`src/irq_enable_pkg.sv`:
```
// Constants for the interrupt source enable mask
package irq_enable_pkg;

  ////////////////////////////////////////////////////////////////////////////
  // Register geometry
  localparam int          REG_WIDTH   = 32;
  localparam int          BYTE_LANES  = 4;
  localparam int          EP_FIRST    = 1;
  localparam int          EP_LAST     = 7;

  // Value after hardware reset: every source masked
  localparam logic [31:0] ENABLE_RESET_VALUE = 32'h0000_0000;

  // Bits that hold storage; bit 9 and bits 31 to 26 are reserved and read 0
  localparam logic [31:0] ENABLE_WRITABLE    = 32'h03FF_FDFF;

  ////////////////////////////////////////////////////////////////////////////
  // Field positions
  localparam int BIT_BUS_RESET           = 0;
  localparam int BIT_FRAME_START         = 1;
  localparam int BIT_PSEUDO_FRAME_START  = 2;
  localparam int BIT_SUSPEND             = 3;
  localparam int BIT_RESUME              = 4;
  localparam int BIT_SPEED_STATUS_CHANGE = 5;
  localparam int BIT_DMA_REASON_CHANGE   = 6;
  localparam int BIT_BUS_POWER_SENSE     = 7;
  localparam int BIT_SETUP_PACKET        = 8;
  localparam int BIT_RESERVED_9          = 9;
  localparam int BIT_CTRL_OUT            = 10;
  localparam int BIT_CTRL_IN             = 11;
  localparam int BIT_EP_RX_BASE          = 12;
  localparam int BIT_EP_TX_BASE          = 13;
  localparam int BIT_EP_TOP              = 25;

  // Receive bit of data endpoint ep (1 to 7)
  function automatic int ep_rx_bit(input int ep);
    return BIT_EP_RX_BASE + 2 * (ep - EP_FIRST);
  endfunction : ep_rx_bit

  // Transmit bit of data endpoint ep (1 to 7)
  function automatic int ep_tx_bit(input int ep);
    return BIT_EP_TX_BASE + 2 * (ep - EP_FIRST);
  endfunction : ep_tx_bit

endpackage : irq_enable_pkg

```
`src/irq_enable_mask.sv`:
```
// Interrupt source enable mask register with its interrupt gating
module irq_enable_mask
  import irq_enable_pkg::*;
(
  // Clock and reset
  input  wire logic                  sys_clk,
  input  wire logic                  rst_n,
  // Register access from the microcontroller interface
  input  wire logic                  reg_wr_en,
  input  wire logic [BYTE_LANES-1:0] reg_wr_be,
  input  wire logic [REG_WIDTH-1:0]  reg_wr_data,
  input  wire logic                  reg_rd_en,
  output logic      [REG_WIDTH-1:0]  reg_rd_data,
  output logic                       reg_rd_valid,
  // Event flags from the interrupt status logic
  input  wire logic [EP_LAST:EP_FIRST] ep_rx_event,
  input  wire logic [EP_LAST:EP_FIRST] ep_tx_event,
  input  wire logic                  ctrl_in_event,
  input  wire logic                  ctrl_out_event,
  input  wire logic                  setup_packet_event,
  input  wire logic                  bus_power_sense_event,
  input  wire logic                  dma_reason_change_event,
  input  wire logic                  speed_status_change_event,
  input  wire logic                  resume_event,
  input  wire logic                  suspend_event,
  input  wire logic                  pseudo_frame_start_event,
  input  wire logic                  frame_start_event,
  input  wire logic                  bus_reset_event,
  // Interrupt result
  output logic                       irq,
  output logic      [REG_WIDTH-1:0]  irq_pending,
  // Individual enables for the status logic
  output logic                       ep7_tx_irq_en,
  output logic                       ep7_rx_irq_en,
  output logic                       ep6_tx_irq_en,
  output logic                       ep6_rx_irq_en,
  output logic                       ep5_tx_irq_en,
  output logic                       ep5_rx_irq_en,
  output logic                       ep4_tx_irq_en,
  output logic                       ep4_rx_irq_en,
  output logic                       ep3_tx_irq_en,
  output logic                       ep3_rx_irq_en,
  output logic                       ep2_tx_irq_en,
  output logic                       ep2_rx_irq_en,
  output logic                       ep1_tx_irq_en,
  output logic                       ep1_rx_irq_en,
  output logic                       ctrl_in_irq_en,
  output logic                       ctrl_out_irq_en,
  output logic                       setup_packet_irq_en,
  output logic                       bus_power_sense_irq_en,
  output logic                       dma_reason_change_irq_en,
  output logic                       speed_status_change_irq_en,
  output logic                       resume_irq_en,
  output logic                       suspend_irq_en,
  output logic                       pseudo_frame_start_irq_en,
  output logic                       frame_start_irq_en,
  output logic                       bus_reset_irq_en
);

  ////////////////////////////////////////////////////////////////////////////
  // Helpers

  // Lane b covers bits 8b+7 down to 8b
  // Byte-lane merge; reserved bits never take a write so they stay 0
  function automatic logic [REG_WIDTH-1:0] merge_write(
    input logic [REG_WIDTH-1:0]  old_value,
    input logic [REG_WIDTH-1:0]  new_value,
    input logic [BYTE_LANES-1:0] lanes
  );
    logic [REG_WIDTH-1:0] lane_mask;
    lane_mask = '0;
    for (int b = 0; b < BYTE_LANES; b++) begin
      lane_mask[b*8 +: 8] = {8{lanes[b]}};
    end
    lane_mask = lane_mask & ENABLE_WRITABLE;
    return (old_value & ~lane_mask) | (new_value & lane_mask);
  endfunction : merge_write

  ////////////////////////////////////////////////////////////////////////////
  // Event vector in register bit order

  // Flags come from same-clock status logic, so no synchroniser is placed here.
  // Reserved positions stay 0 so they can never raise the line.
  logic [REG_WIDTH-1:0] event_vec;

  always_comb begin
    event_vec = '0;
    for (int ep = EP_FIRST; ep <= EP_LAST; ep++) begin
      event_vec[ep_rx_bit(ep)] = ep_rx_event[ep];
      event_vec[ep_tx_bit(ep)] = ep_tx_event[ep];
    end
    event_vec[BIT_CTRL_IN]             = ctrl_in_event;
    event_vec[BIT_CTRL_OUT]            = ctrl_out_event;
    event_vec[BIT_SETUP_PACKET]        = setup_packet_event;
    event_vec[BIT_BUS_POWER_SENSE]     = bus_power_sense_event;
    event_vec[BIT_DMA_REASON_CHANGE]   = dma_reason_change_event;
    event_vec[BIT_SPEED_STATUS_CHANGE] = speed_status_change_event;
    event_vec[BIT_RESUME]              = resume_event;
    event_vec[BIT_SUSPEND]             = suspend_event;
    event_vec[BIT_PSEUDO_FRAME_START]  = pseudo_frame_start_event;
    event_vec[BIT_FRAME_START]         = frame_start_event;
    event_vec[BIT_BUS_RESET]           = bus_reset_event;
  end

  ////////////////////////////////////////////////////////////////////////////
  // Enable register

  // Only rst_n clears the enables; a bus reset on the link leaves them alone,
  // so firmware need not re-arm every source after each bus reset
  logic [REG_WIDTH-1:0] enable_q;
  logic [REG_WIDTH-1:0] enable_d;

  always_comb begin
    enable_d = enable_q;
    if (reg_wr_en) begin
      enable_d = merge_write(enable_q, reg_wr_data, reg_wr_be);
    end
  end

  always_ff @(posedge sys_clk or negedge rst_n) begin
    if (!rst_n) begin
      enable_q <= ENABLE_RESET_VALUE;
    end else begin
      enable_q <= enable_d;
    end
  end

  ////////////////////////////////////////////////////////////////////////////
  // Read port: data one cycle after the strobe, value before any same-cycle write

  // Taking the value before a same-cycle write keeps a read-modify-write
  // from the host from seeing half of its own update
  logic [REG_WIDTH-1:0] rd_data_q;
  logic [REG_WIDTH-1:0] rd_data_d;
  logic                 rd_valid_q;
  logic                 rd_valid_d;

  always_comb begin
    rd_data_d  = rd_data_q;
    rd_valid_d = reg_rd_en;
    if (reg_rd_en) begin
      rd_data_d = enable_q & ENABLE_WRITABLE;
    end
  end

  always_ff @(posedge sys_clk or negedge rst_n) begin
    if (!rst_n) begin
      rd_data_q  <= ENABLE_RESET_VALUE;
      rd_valid_q <= 1'b0;
    end else begin
      rd_data_q  <= rd_data_d;
      rd_valid_q <= rd_valid_d;
    end
  end

  assign reg_rd_data  = rd_data_q;
  assign reg_rd_valid = rd_valid_q;

  ////////////////////////////////////////////////////////////////////////////
  // Gating of sources onto the interrupt line

  // The line lags the flags by one cycle; it comes from a flop so that no
  // combinational path runs from a status flag to the host's interrupt pin
  irq_source_gate u_gate (
    .sys_clk     (sys_clk),
    .rst_n       (rst_n),
    .event_flags (event_vec),
    .enable_mask (enable_q),
    .pending_q   (irq_pending),
    .irq_q       (irq)
  );

  ////////////////////////////////////////////////////////////////////////////
  // Individual enable outputs, taken straight from the register flops

  // Data endpoints 7 down to 1
  assign ep7_tx_irq_en              = enable_q[ep_tx_bit(7)];
  assign ep7_rx_irq_en              = enable_q[ep_rx_bit(7)];
  assign ep6_tx_irq_en              = enable_q[ep_tx_bit(6)];
  assign ep6_rx_irq_en              = enable_q[ep_rx_bit(6)];
  assign ep5_tx_irq_en              = enable_q[ep_tx_bit(5)];
  assign ep5_rx_irq_en              = enable_q[ep_rx_bit(5)];
  assign ep4_tx_irq_en              = enable_q[ep_tx_bit(4)];
  assign ep4_rx_irq_en              = enable_q[ep_rx_bit(4)];
  assign ep3_tx_irq_en              = enable_q[ep_tx_bit(3)];
  assign ep3_rx_irq_en              = enable_q[ep_rx_bit(3)];
  assign ep2_tx_irq_en              = enable_q[ep_tx_bit(2)];
  assign ep2_rx_irq_en              = enable_q[ep_rx_bit(2)];
  assign ep1_tx_irq_en              = enable_q[ep_tx_bit(1)];
  assign ep1_rx_irq_en              = enable_q[ep_rx_bit(1)];

  // Control endpoint 0
  assign ctrl_in_irq_en             = enable_q[BIT_CTRL_IN];
  assign ctrl_out_irq_en            = enable_q[BIT_CTRL_OUT];
  assign setup_packet_irq_en        = enable_q[BIT_SETUP_PACKET];

  // Bus and device events
  assign bus_power_sense_irq_en     = enable_q[BIT_BUS_POWER_SENSE];
  assign dma_reason_change_irq_en   = enable_q[BIT_DMA_REASON_CHANGE];
  assign speed_status_change_irq_en = enable_q[BIT_SPEED_STATUS_CHANGE];
  assign resume_irq_en              = enable_q[BIT_RESUME];
  assign suspend_irq_en             = enable_q[BIT_SUSPEND];
  assign pseudo_frame_start_irq_en  = enable_q[BIT_PSEUDO_FRAME_START];
  assign frame_start_irq_en         = enable_q[BIT_FRAME_START];
  assign bus_reset_irq_en           = enable_q[BIT_BUS_RESET];

endmodule : irq_enable_mask

```
`src/irq_source_gate.sv`:
```
// Gates per-source event flags with the enable mask into one interrupt line
module irq_source_gate
  import irq_enable_pkg::*;
(
  // Clock and reset
  input  wire logic                 sys_clk,
  input  wire logic                 rst_n,
  // Sources
  input  wire logic [REG_WIDTH-1:0] event_flags,
  input  wire logic [REG_WIDTH-1:0] enable_mask,
  // Results
  output logic      [REG_WIDTH-1:0] pending_q,
  output logic                      irq_q
);

  logic [REG_WIDTH-1:0] pending_d;
  logic                 irq_d;

  // Masking never touches the flag itself, only what reaches the line
  always_comb begin
    pending_d = event_flags & enable_mask & ENABLE_WRITABLE;
    irq_d     = |pending_d;
  end

  always_ff @(posedge sys_clk or negedge rst_n) begin
    if (!rst_n) begin
      pending_q <= ENABLE_RESET_VALUE;
      irq_q     <= 1'b0;
    end else begin
      pending_q <= pending_d;
      irq_q     <= irq_d;
    end
  end

endmodule : irq_source_gate

```
`config.mk`:
```
export PLATFORM = sky130hd
export DESIGN_NAME = irq_enable_mask
export DESIGN_NICKNAME = d
export VERILOG_FILES = /design/src/irq_enable_pkg.sv /design/src/irq_enable_mask.sv /design/src/irq_source_gate.sv
export SDC_FILE = /design/constraint.sdc
export NUM_CORES = 1
export LEC_CHECK = 0
export BUFFER_PORTS_ARGS = -buffer_cell sky130_fd_sc_hd__clkbuf_2
export CAP_MARGIN = 5
export CORE_MARGIN = 3
export CORE_UTILIZATION = 40
export DETAILED_ROUTE_END_ITERATION = 8
export PLACE_DENSITY_LB_ADDON = 0.12
export REMOVE_ABC_BUFFERS = 1
export SLEW_MARGIN = 40
export SYNTH_ARGS = -nofsm -noshare
export SYNTH_HDL_FRONTEND = slang
export SYNTH_HIERARCHICAL = 1
export SYNTH_SLANG_ARGS = --single-unit
```
`constraint.sdc`:
```
create_clock -name sys_clk -period 2 [get_ports sys_clk]
set_input_delay 0.1 -clock sys_clk [delete_from_list [all_inputs] [get_ports sys_clk]]
set_output_delay 0.1 -clock sys_clk [all_outputs]
set_load 0.02 [all_outputs]
```
==> flow_results.org, run 1 <==
** Outcome
- Outcome :: complete, no violations

** Placed design
- Number of placed cells counting well taps :: 416
- Input and output buffers added on the ports amount to 134.
- Total placed instance area :: 0.00363 mm^2
- The congestion estimate from routability-driven global placement came to 0.710.
- Detailed placement ended at an HPWL of 4.67 mm.

** Worst setup path
- Largest delay share family, worst path :: simple AND/OR/NAND/NOR gates
- Number of buffers and inverters on the critical path :: 2
- Critical path data required time :: 2210 ps
- In this run the worst path has a maximum fanout of 2.
- Count of cell instances traversed by the critical path :: 6
- Critical path's slowest cell :: sky130_fd_sc_hd__dlygate4sd3_1
- Kind of start point of the critical path :: input pin
- Count of cells along the worst register-to-register path :: 4
- For this run, the slowest stage of the critical path takes 540 ps.
- Worst endpoint data arrival time :: 2160 ps
- Endpoint type of the worst setup path :: flip-flop
- The critical path in this run is classified as input pin to flip-flop.
- The critical path goes through dlygate4sd3_1 > clkbuf_2 > and2_1 > or4_4 > or4_4 > or3_1.
- The most numerous cell type found on the critical path is sky130_fd_sc_hd__or4_4.

** Floorplanning
- The die covers 0.00828 mm^2.
- Site Rows :: 30
- Core area :: 0.00691 mm^2
- IO Pins :: 156
- The initial utilization of the core area, before any placement, comes to 0.418.
- In this run the horizontal extent of the chip is 91.0 um.
- Vertical extent of the die :: 91.0 um

** Timing
- Measured against its own limit, the worst slew margin works out to 0.603.
- Hold_ws :: 14.8 ps
- Skew final :: 8.21 ps
- The final hold violation count is 0.
- At the pin with the least slew margin, the transition time is 596 ps.
- Dividing the final minimum period by the clock period gives 0.975.
- The number of pins exceeding their max-slew limit in the final report is 0.
- For this run, the top clock speed supported by timing is 513 MHz.
- Time the worst path needs with I/O delays and setup :: 1950 ps
- Setup violations remaining at the end of the flow were counted as 0.
- Setup repair after global routing left no endpoint under its margin.

** Routing
- After detailed routing, the number of remaining DRC violations is 0.
- For this block, the initial DRC count from the detailed router was 40.
- Average via count per standard cell :: 4.32
- Routed wire length :: 6.67 mm
- First-pass detailed-route iteration total :: 4
- The routed layout has 2025 vias.
- After detailed routing, the average wire length per cell comes to 14.2 um.
- ANT nets after route :: 0

** Logic synthesis
- Mean area per synthesized cell :: 15.5 um^2
- Of the total synthesized cell area, the portion taken by XOR and XNOR cells is 0.
- Cell taking the most area after synthesis :: sky130_fd_sc_hd__dfrtp_1
- The synthesized design contains 0 enable-type register cells.
- Yosys printed 6 warnings.
- Sequential-to-total area share from yosys stat :: 0.667
- Post-synth ARST share :: 1.00
- Synthesis produced a netlist whose cell count is 187.
- Of the total synthesized cell area, the portion taken by full adders, half adders and majority gates is 0.
- sky130_fd_sc_hd__dfrtp_1 is the most common cell in the netlist.
- Leading post-synthesis cells by instance count :: sky130_fd_sc_hd__dfrtp_1 (77), sky130_fd_sc_hd__mux2_2 (50), sky130_fd_sc_hd__and2_1 (24)
- Of the post-synthesis cell area, the dominant cell type holds 0.667.
- The number of different library cells used by synthesis comes to 16.
- Basic-gate share of the synthesized area counting and, or, nand and nor cells :: 0.0879
- Top cells by area in the synthesized netlist :: sky130_fd_sc_hd__dfrtp_1 (67%), sky130_fd_sc_hd__mux2_2 (19%), sky130_fd_sc_hd__and2_1 (5.2%), sky130_fd_sc_hd__buf_4 (3.6%), sky130_fd_sc_hd__buf_6 (1.2%)
- Synthesized area :: 0.00289 mm^2
- Total of flip-flops plus latches after synthesis :: 77
- After synthesis, the largest family of logic cells by area is multiplexers.
- The fraction of the mapped netlist area in compound gates was 0.
- Synth Flop Type :: sky130_fd_sc_hd__dfrtp_1
- Of the post-synthesis cell area, the part taken by muxes is 0.195.

** GRT
- The initial antenna violation count is 0.
- Tot GR Track Use :: 0.166
- Total congestion overflow :: 0
- Number of global-route vias before repair :: 2128
- Pin count of the biggest net entering global routing :: 47
- First-pass GRT wire length :: 10.8 mm

** Worst hold path
- Counting instances, the worst hold path has a depth of 2.
- Worst hold path class :: input pin to flip-flop

** Power and ir drop
- For this design the ratio of total power to cell area is 959 mW/mm^2.
- Fraction of power spent switching nets :: 0.303
- Cell internal power was estimated by the tool at 2.82 mW.
- For this design the total switching power over the nets is 1.22 mW.
- Leak pwr :: 2.14 nW
- Worst IR Drop VDD :: 0.421 mV
- The share of total power dissipated in sequential elements is 0.473.
- Power Total :: 4.04 mW
- Relative contribution of combinational cells to total power :: 0.247
- Of the total power, the clock network draws 0.280.

** Layout
- Final instance area :: 0.00421 mm^2
- 0 antenna diodes ended up in the layout.
- Area grow syn2layout :: 45.8%
- Proportion of layout cells with a drive suffix above 1 :: 0.566
- Leaving out filler cells and counting taps, the final layout contains 469.
- Fin nets :: 434
- Measured on the finished design, the core utilization comes to 0.610.

** Clocking
- Buffers added to address setup during post-CTS repair amount to 0.
- Clock Root Buffer :: sky130_fd_sc_hd__clkbuf_8
- CTS tree :: yes
- The H-tree generated during clock tree synthesis spans 3 levels.
- The clock passes through at most 2 buffers.
- The number of clock buffers added by TritonCTS is 9.
- At the later pin of the worst-skew pair, clock insertion delay measures 330 ps.
- Clock slew at the register clock pins of the worst setup and hold paths :: 80 ps
- Clock sink count :: 77

** Flow run
- Maximum capacitance violations :: 0
==> power by group through the flow <==
stage / registers [mW] / logic (mW) / clock network, mW
2_1_floorplan: 2.21 / 0.257 / 0
3_3_place_gp: 1.93 / 0.937 / 0
3_5_place_dp: 1.94 / 0.947 / 0
4_1_cts: 1.91 / 1.01 / 1.17
5_1_grt: 1.95 / 1.07 / 1.22
6_report: 1.91 / 0.999 / 1.13
==> path summary, 6_finish.rpt <==
check | start | endpoint | slack [ps]
max | ep_rx_event[4] | u_gate/irq_q | 50
max in group asynchronous | rst_n | u_gate/pending_q[8] | 1090
max reg2reg | flip-flop | u_gate/irq_q | 90
min in group asynchronous | rst_n | u_gate/irq_q | 320
min reg2reg | reg_rd_data[24] | reg_rd_data[24] | 510
min | ep_rx_event[3] | u_gate/pending_q[16] | 10
==> worst register-to-register path, delay by kind of cell, from the launching register on <==
kind,cells,cell delay [ps]
and+or+nand+nor,4,1420
DFF,1,380
==> final cells by class <==
type	instances	area (um^2)
multi-input cells	105	877
well taps	96	120
fillers	621	2690
clock inverters	4	48.8
clock buffers	11	141
repair buffers	176	1100
flip-flops and latches	77	1930
==> layer usage <==
metal  global-route usage  up-vias  wire length [um]
li1                     -      966                 -
met1                0.207      973              2770
met2                0.275       79              3390
met3               0.0464        7               453
met4               0.0603        0                53
met5                    0        -                 0
==> cell usage in the layout, fill, tap and decap left out, drive strengths merged, types with 2 or more instances in the layout <==
cell type	count
clkbuf	144
mux2	50
or4	3
conb	14
or2	3
nand2	4
dlygate4sd3	37
and2	25
nor2	2
dfrtp	77
buf	5
clkinv	3
==> kinds of logic (layout without fill, tap and decap cells) <==
| group | Yosys count | after routing |
|---|---|---|
| buffers and inverters | 17 | 191 |
| other | 2 | 14 |
| and+or+nand+nor | 41 | 41 |
| muxes | 50 | 50 |
| DFF | 77 | 77 |
==> timing repair <==
item,CTS,global route
hold buffers,38,0
cloned,0,0
resized for setup,2,1
pin swaps,1,0
hold endpoints to repair,82,0
endpoints found under the setup margin,1,1
==> through the flow <==
| step | setup slack [ps] | setup TNS (ps) |
|---|---|---|
| 6_report | 50.6 | 0 |
| 5_1_grt | 0.645 | 0 |
| 4_1_cts | 54.4 | 0 |
| 3_5_place_dp | -8.84 | -8.84 |
| 3_3_place_gp | 9.44 | 0 |
| 2_1_floorplan | -18.9 | -18.9 |
Power figures use the tool's default switching activity.
==> inputs of run 2 (changes only) <==
--- a/config.mk
+++ b/config.mk
@@ -5,13 +5,13 @@
 export SDC_FILE = /design/constraint.sdc
 export NUM_CORES = 1
 export LEC_CHECK = 0
+export ABC_CLOCK_PERIOD_IN_PS = 2000
 export BUFFER_PORTS_ARGS = -buffer_cell sky130_fd_sc_hd__clkbuf_2
 export CAP_MARGIN = 5
 export CORE_MARGIN = 3
 export CORE_UTILIZATION = 40
 export DETAILED_ROUTE_END_ITERATION = 8
 export PLACE_DENSITY_LB_ADDON = 0.12
-export REMOVE_ABC_BUFFERS = 1
 export SLEW_MARGIN = 40
 export SYNTH_ARGS = -nofsm -noshare
 export SYNTH_HDL_FRONTEND = slang
==> run 2 against run 1 <==
  * Critical path depth fell by 2
  * Combinational power barely moved
  * Largest power group unchanged
  * Sequential share of layout area shrank 1.4 points
  * Highest routed layer unchanged
  * Non-clock buffer count grew 11
  * Register-to-register slack got worse by 30 ps
  * Power rose by 6.9%
==> flow_results.org, run 2 (same netlist as run 1, synthesis figures left out) <==
** Worst setup path
- Peak fanout along the critical path :: 2 (unchanged)
- Walking the worst path, the cells encountered are and2_4 > or4_4 > or4_1 > or3_1.
- The worst reg-to-reg path cell count came to 4 (unchanged).
- Critical Path End :: u_gate/irq_q
- Broken down by cell family, the worst path's largest delay share belongs to simple AND/OR/NAND/NOR gates.
- The arrival time at the worst endpoint came to 2150 ps (about the same).
- Highest cell delay on the worst timing path :: 510 ps (-30 ps)
- The largest individual stage delay along the critical path comes from the cell sky130_fd_sc_hd__or4_4.
- The endpoint required time on the critical path was 2220 ps (about the same).
- The slack of the worst reg-to-reg path was 60 ps (-30 ps).
- The endpoint identified for the worst register-to-register timing path is u_gate/irq_q.
- STA classifies the critical path endpoint as a flip-flop.
- Number of buffers and inverters on the critical path :: 0 (-2)
- The number of cells on the critical path was 4 (-2).
- The critical path is of the flip-flop to flip-flop type.
- The worst setup path is launched from a flip-flop.

** GRT
- Initial antenna violation count :: 0 (unchanged)
- GR Util met1 :: 0.207 (+0.000474)
- Tot GR Track Use :: 0.172 (+0.00632)
- The global routing stage identified its most utilized layer as met2.
- The global-route wire length before repair came to 11.1 mm (+2.4%).
- The via count of the first global-routing pass was 2177 (+2.3%).
- GR Util met3 :: 0.0472 (+0.000829)
- Pin count of the biggest net entering global routing :: 52 (+11%)
- The met2 capacity usage during global routing came to 0.292 (+0.0172).
- Total congestion overflow :: 0 (unchanged)

** Routing
- ANT nets after route :: 0 (unchanged)
- DRC marker count from the first detailed-route iteration :: 48 (+20%)
- Routed wire length :: 6.89 mm (+3.3%)
- The routed via count came to 2105 (+4.0%).
- Average wire length per cell after detail routing :: 14.3 um (+0.77%)
- Average via count per standard cell :: 4.38 (+1.4%)
- First-pass detailed-route iteration total :: 3 (-1)
- The remaining design rule violation count was 0 (unchanged).

** Flow run
- The number of max-cap violations was 0 (unchanged).

** Layout
- Final instance area :: 0.00435 mm^2 (+3.3%)
- The antenna cell count was 0 (unchanged).
- The count of nets after finishing came to 445 (+2.5%).
- Most frequent cells in the layout :: sky130_fd_sc_hd__clkbuf_2 (133), sky130_fd_sc_hd__dfrtp_1 (75), sky130_fd_sc_hd__mux2_2 (50)
- The share of cells above drive strength 1 was 0.561 (-0.00464).
- The library cell used most frequently in the layout, excluding fill and tap cells, is sky130_fd_sc_hd__clkbuf_2.
- Area grow syn2layout :: 50.6%
- Fill count :: 582 (-6.3%)
- Final non-filler cell total :: 481 (+2.6%)

** Timing
- The number of pins exceeding their max-slew limit in the final report was 0 (unchanged).
- Pin slew with the least headroom to its limit :: 633 ps (+36.8 ps)
- The worst clock skew on the final layout came to 5.32 ps (-2.89 ps).
- Worst setup slack after layout :: 63.6 ps (+13.0 ps)
- The tightest slew margin relative to the limit was 0.578 (-0.0245).
- The total of endpoints with negative setup slack in the final report was 0 (unchanged).
- The fmax was 516 MHz (+0.67%).
- The post-route clock period utilization is 0.968 (-0.00651).
- RSZ-0062 raised after global routing :: no
- Hold Fails Final Rpt :: 0 (unchanged)
- The final critical delay including setup and external delays is 1940 ps (-13.0 ps).
- Total Negative Setup Slacks :: 0 ps (unchanged)

** Floorplanning
- The die outline area was 0.00828 mm^2 (unchanged).
- Vertical extent of the die :: 91.0 um (unchanged)
- Site Rows :: 30 (unchanged)
- The number of ports placed on the die boundary is 156 (unchanged).
- The initial core utilization came to 0.418 (unchanged).
- Die width :: 91.0 um (unchanged)
- Core area :: 0.00691 mm^2 (unchanged)

** Placed design
- The post-placement cell area is 0.00364 mm^2 (+0.14%).
- Estimated wirelength of the detail-placed design :: 4.65 mm (-0.55%)
- Number of placed cells counting well taps :: 418 (+0.48%)
- Setup Slack @ Placement :: 32.1 ps (+41.0 ps)
- Number of buffer cells added on primary ports :: 134 (unchanged)
- Placer Congestion :: 0.705 (-0.73%)

** Power and ir drop
- Leak pwr :: 2.19 nW (+2.3%)
- Power Total :: 4.32 mW (+6.9%)
- The power per standard cell area came to 991 mW/mm^2 (+3.4%).
- Worst IR Drop VDD :: 0.593 mV (+41%)

** Clocking
- The number of levels in the clock H-tree is 3 (unchanged).
- Max Buffers Root-to-Sink :: 2 (unchanged)
- The clock input transition at the sequential cells of the worst setup and hold paths was 80 ps (about the same).
- The total clock sinks was 77 (unchanged).
- Clock insertion delay at the later pin of the skew report :: 330 ps (about the same)
- Number of buffers added by the clock tree synthesis step :: 9 (unchanged)
- TritonCTS built the clock tree.
- Clock Root Buffer :: sky130_fd_sc_hd__clkbuf_8

** Worst hold path
- The number of instances on the worst hold path is 2 (unchanged).
- The worst hold path belongs to the class input pin to flip-flop.

** Outcome
- The flow ran to the end, and the final reports show no timing, DRC or antenna violations.
run 2: worst min path at each step:
stage | start | endpoint | slack, ps
global route | ep_tx_event[6] | u_gate/pending_q[23] | 4
global placement | rst_n | u_gate/pending_q[1] | 170
CTS | ep_tx_event[6] | u_gate/pending_q[23] | 0.9
finish | ep_tx_event[6] | u_gate/pending_q[23] | 10
floorplan | rst_n | asynchronous set/reset pin | -200
detailed placement | rst_n | u_gate/pending_q[0] | 170
run 2: final cells by class:
type / instances / area, um^2 / share of cell area
multi-input combinational: 105 / 876 / 0.201
timing repair buffer: 187 / 1190 / 0.273
sequential: 77 / 1930 / 0.443
clock buffer: 10 / 128 / 0.0293
tap: 96 / 120 / 0.0276
clock inverter: 6 / 111 / 0.0256
run 2: report_power, final:
part           internal, mW  total (mW)  switching [mW]  leakage [nW]
Sequential             1.78        1.91           0.131         0.929
Combinational         0.442        1.01           0.571          1.14
Clock                 0.830        1.39           0.561         0.116
run 2: per-layer routing:
metal / vias up / share of wire / routed length [um]
met3: 8 / 0.073 / 503
met5: - / 0 / 0
met1: 1008 / 0.41 / 2800
met4: 0 / 0.012 / 80
met2: 93 / 0.51 / 3510
li1: 996 / - / -
run 2: repair_timing:
action	CTS	global route
gates resized for setup	0	2
setup endpoints to repair	0	1
hold buffers	47	0
setup buffers	0	0
endpoints found under the hold margin	94	0
run 2: worst register-to-register path, delay by kind of cell, from the launching register on:
| kind | cells | cell delay, ps |
|---|---|---|
| and+or+nand+nor | 4 | 1410 |
| DFF | 1 | 410 |
run 2: metrics by stage:
stage / util / hold slack (ps)
after floorplan: - / -196
after global placement: 0.527 / 168
after detailed placement: 0.527 / 170
after CTS: 0.629 / 0.915
after global routing: 0.630 / 4.33
final: 0.630 / 9.83
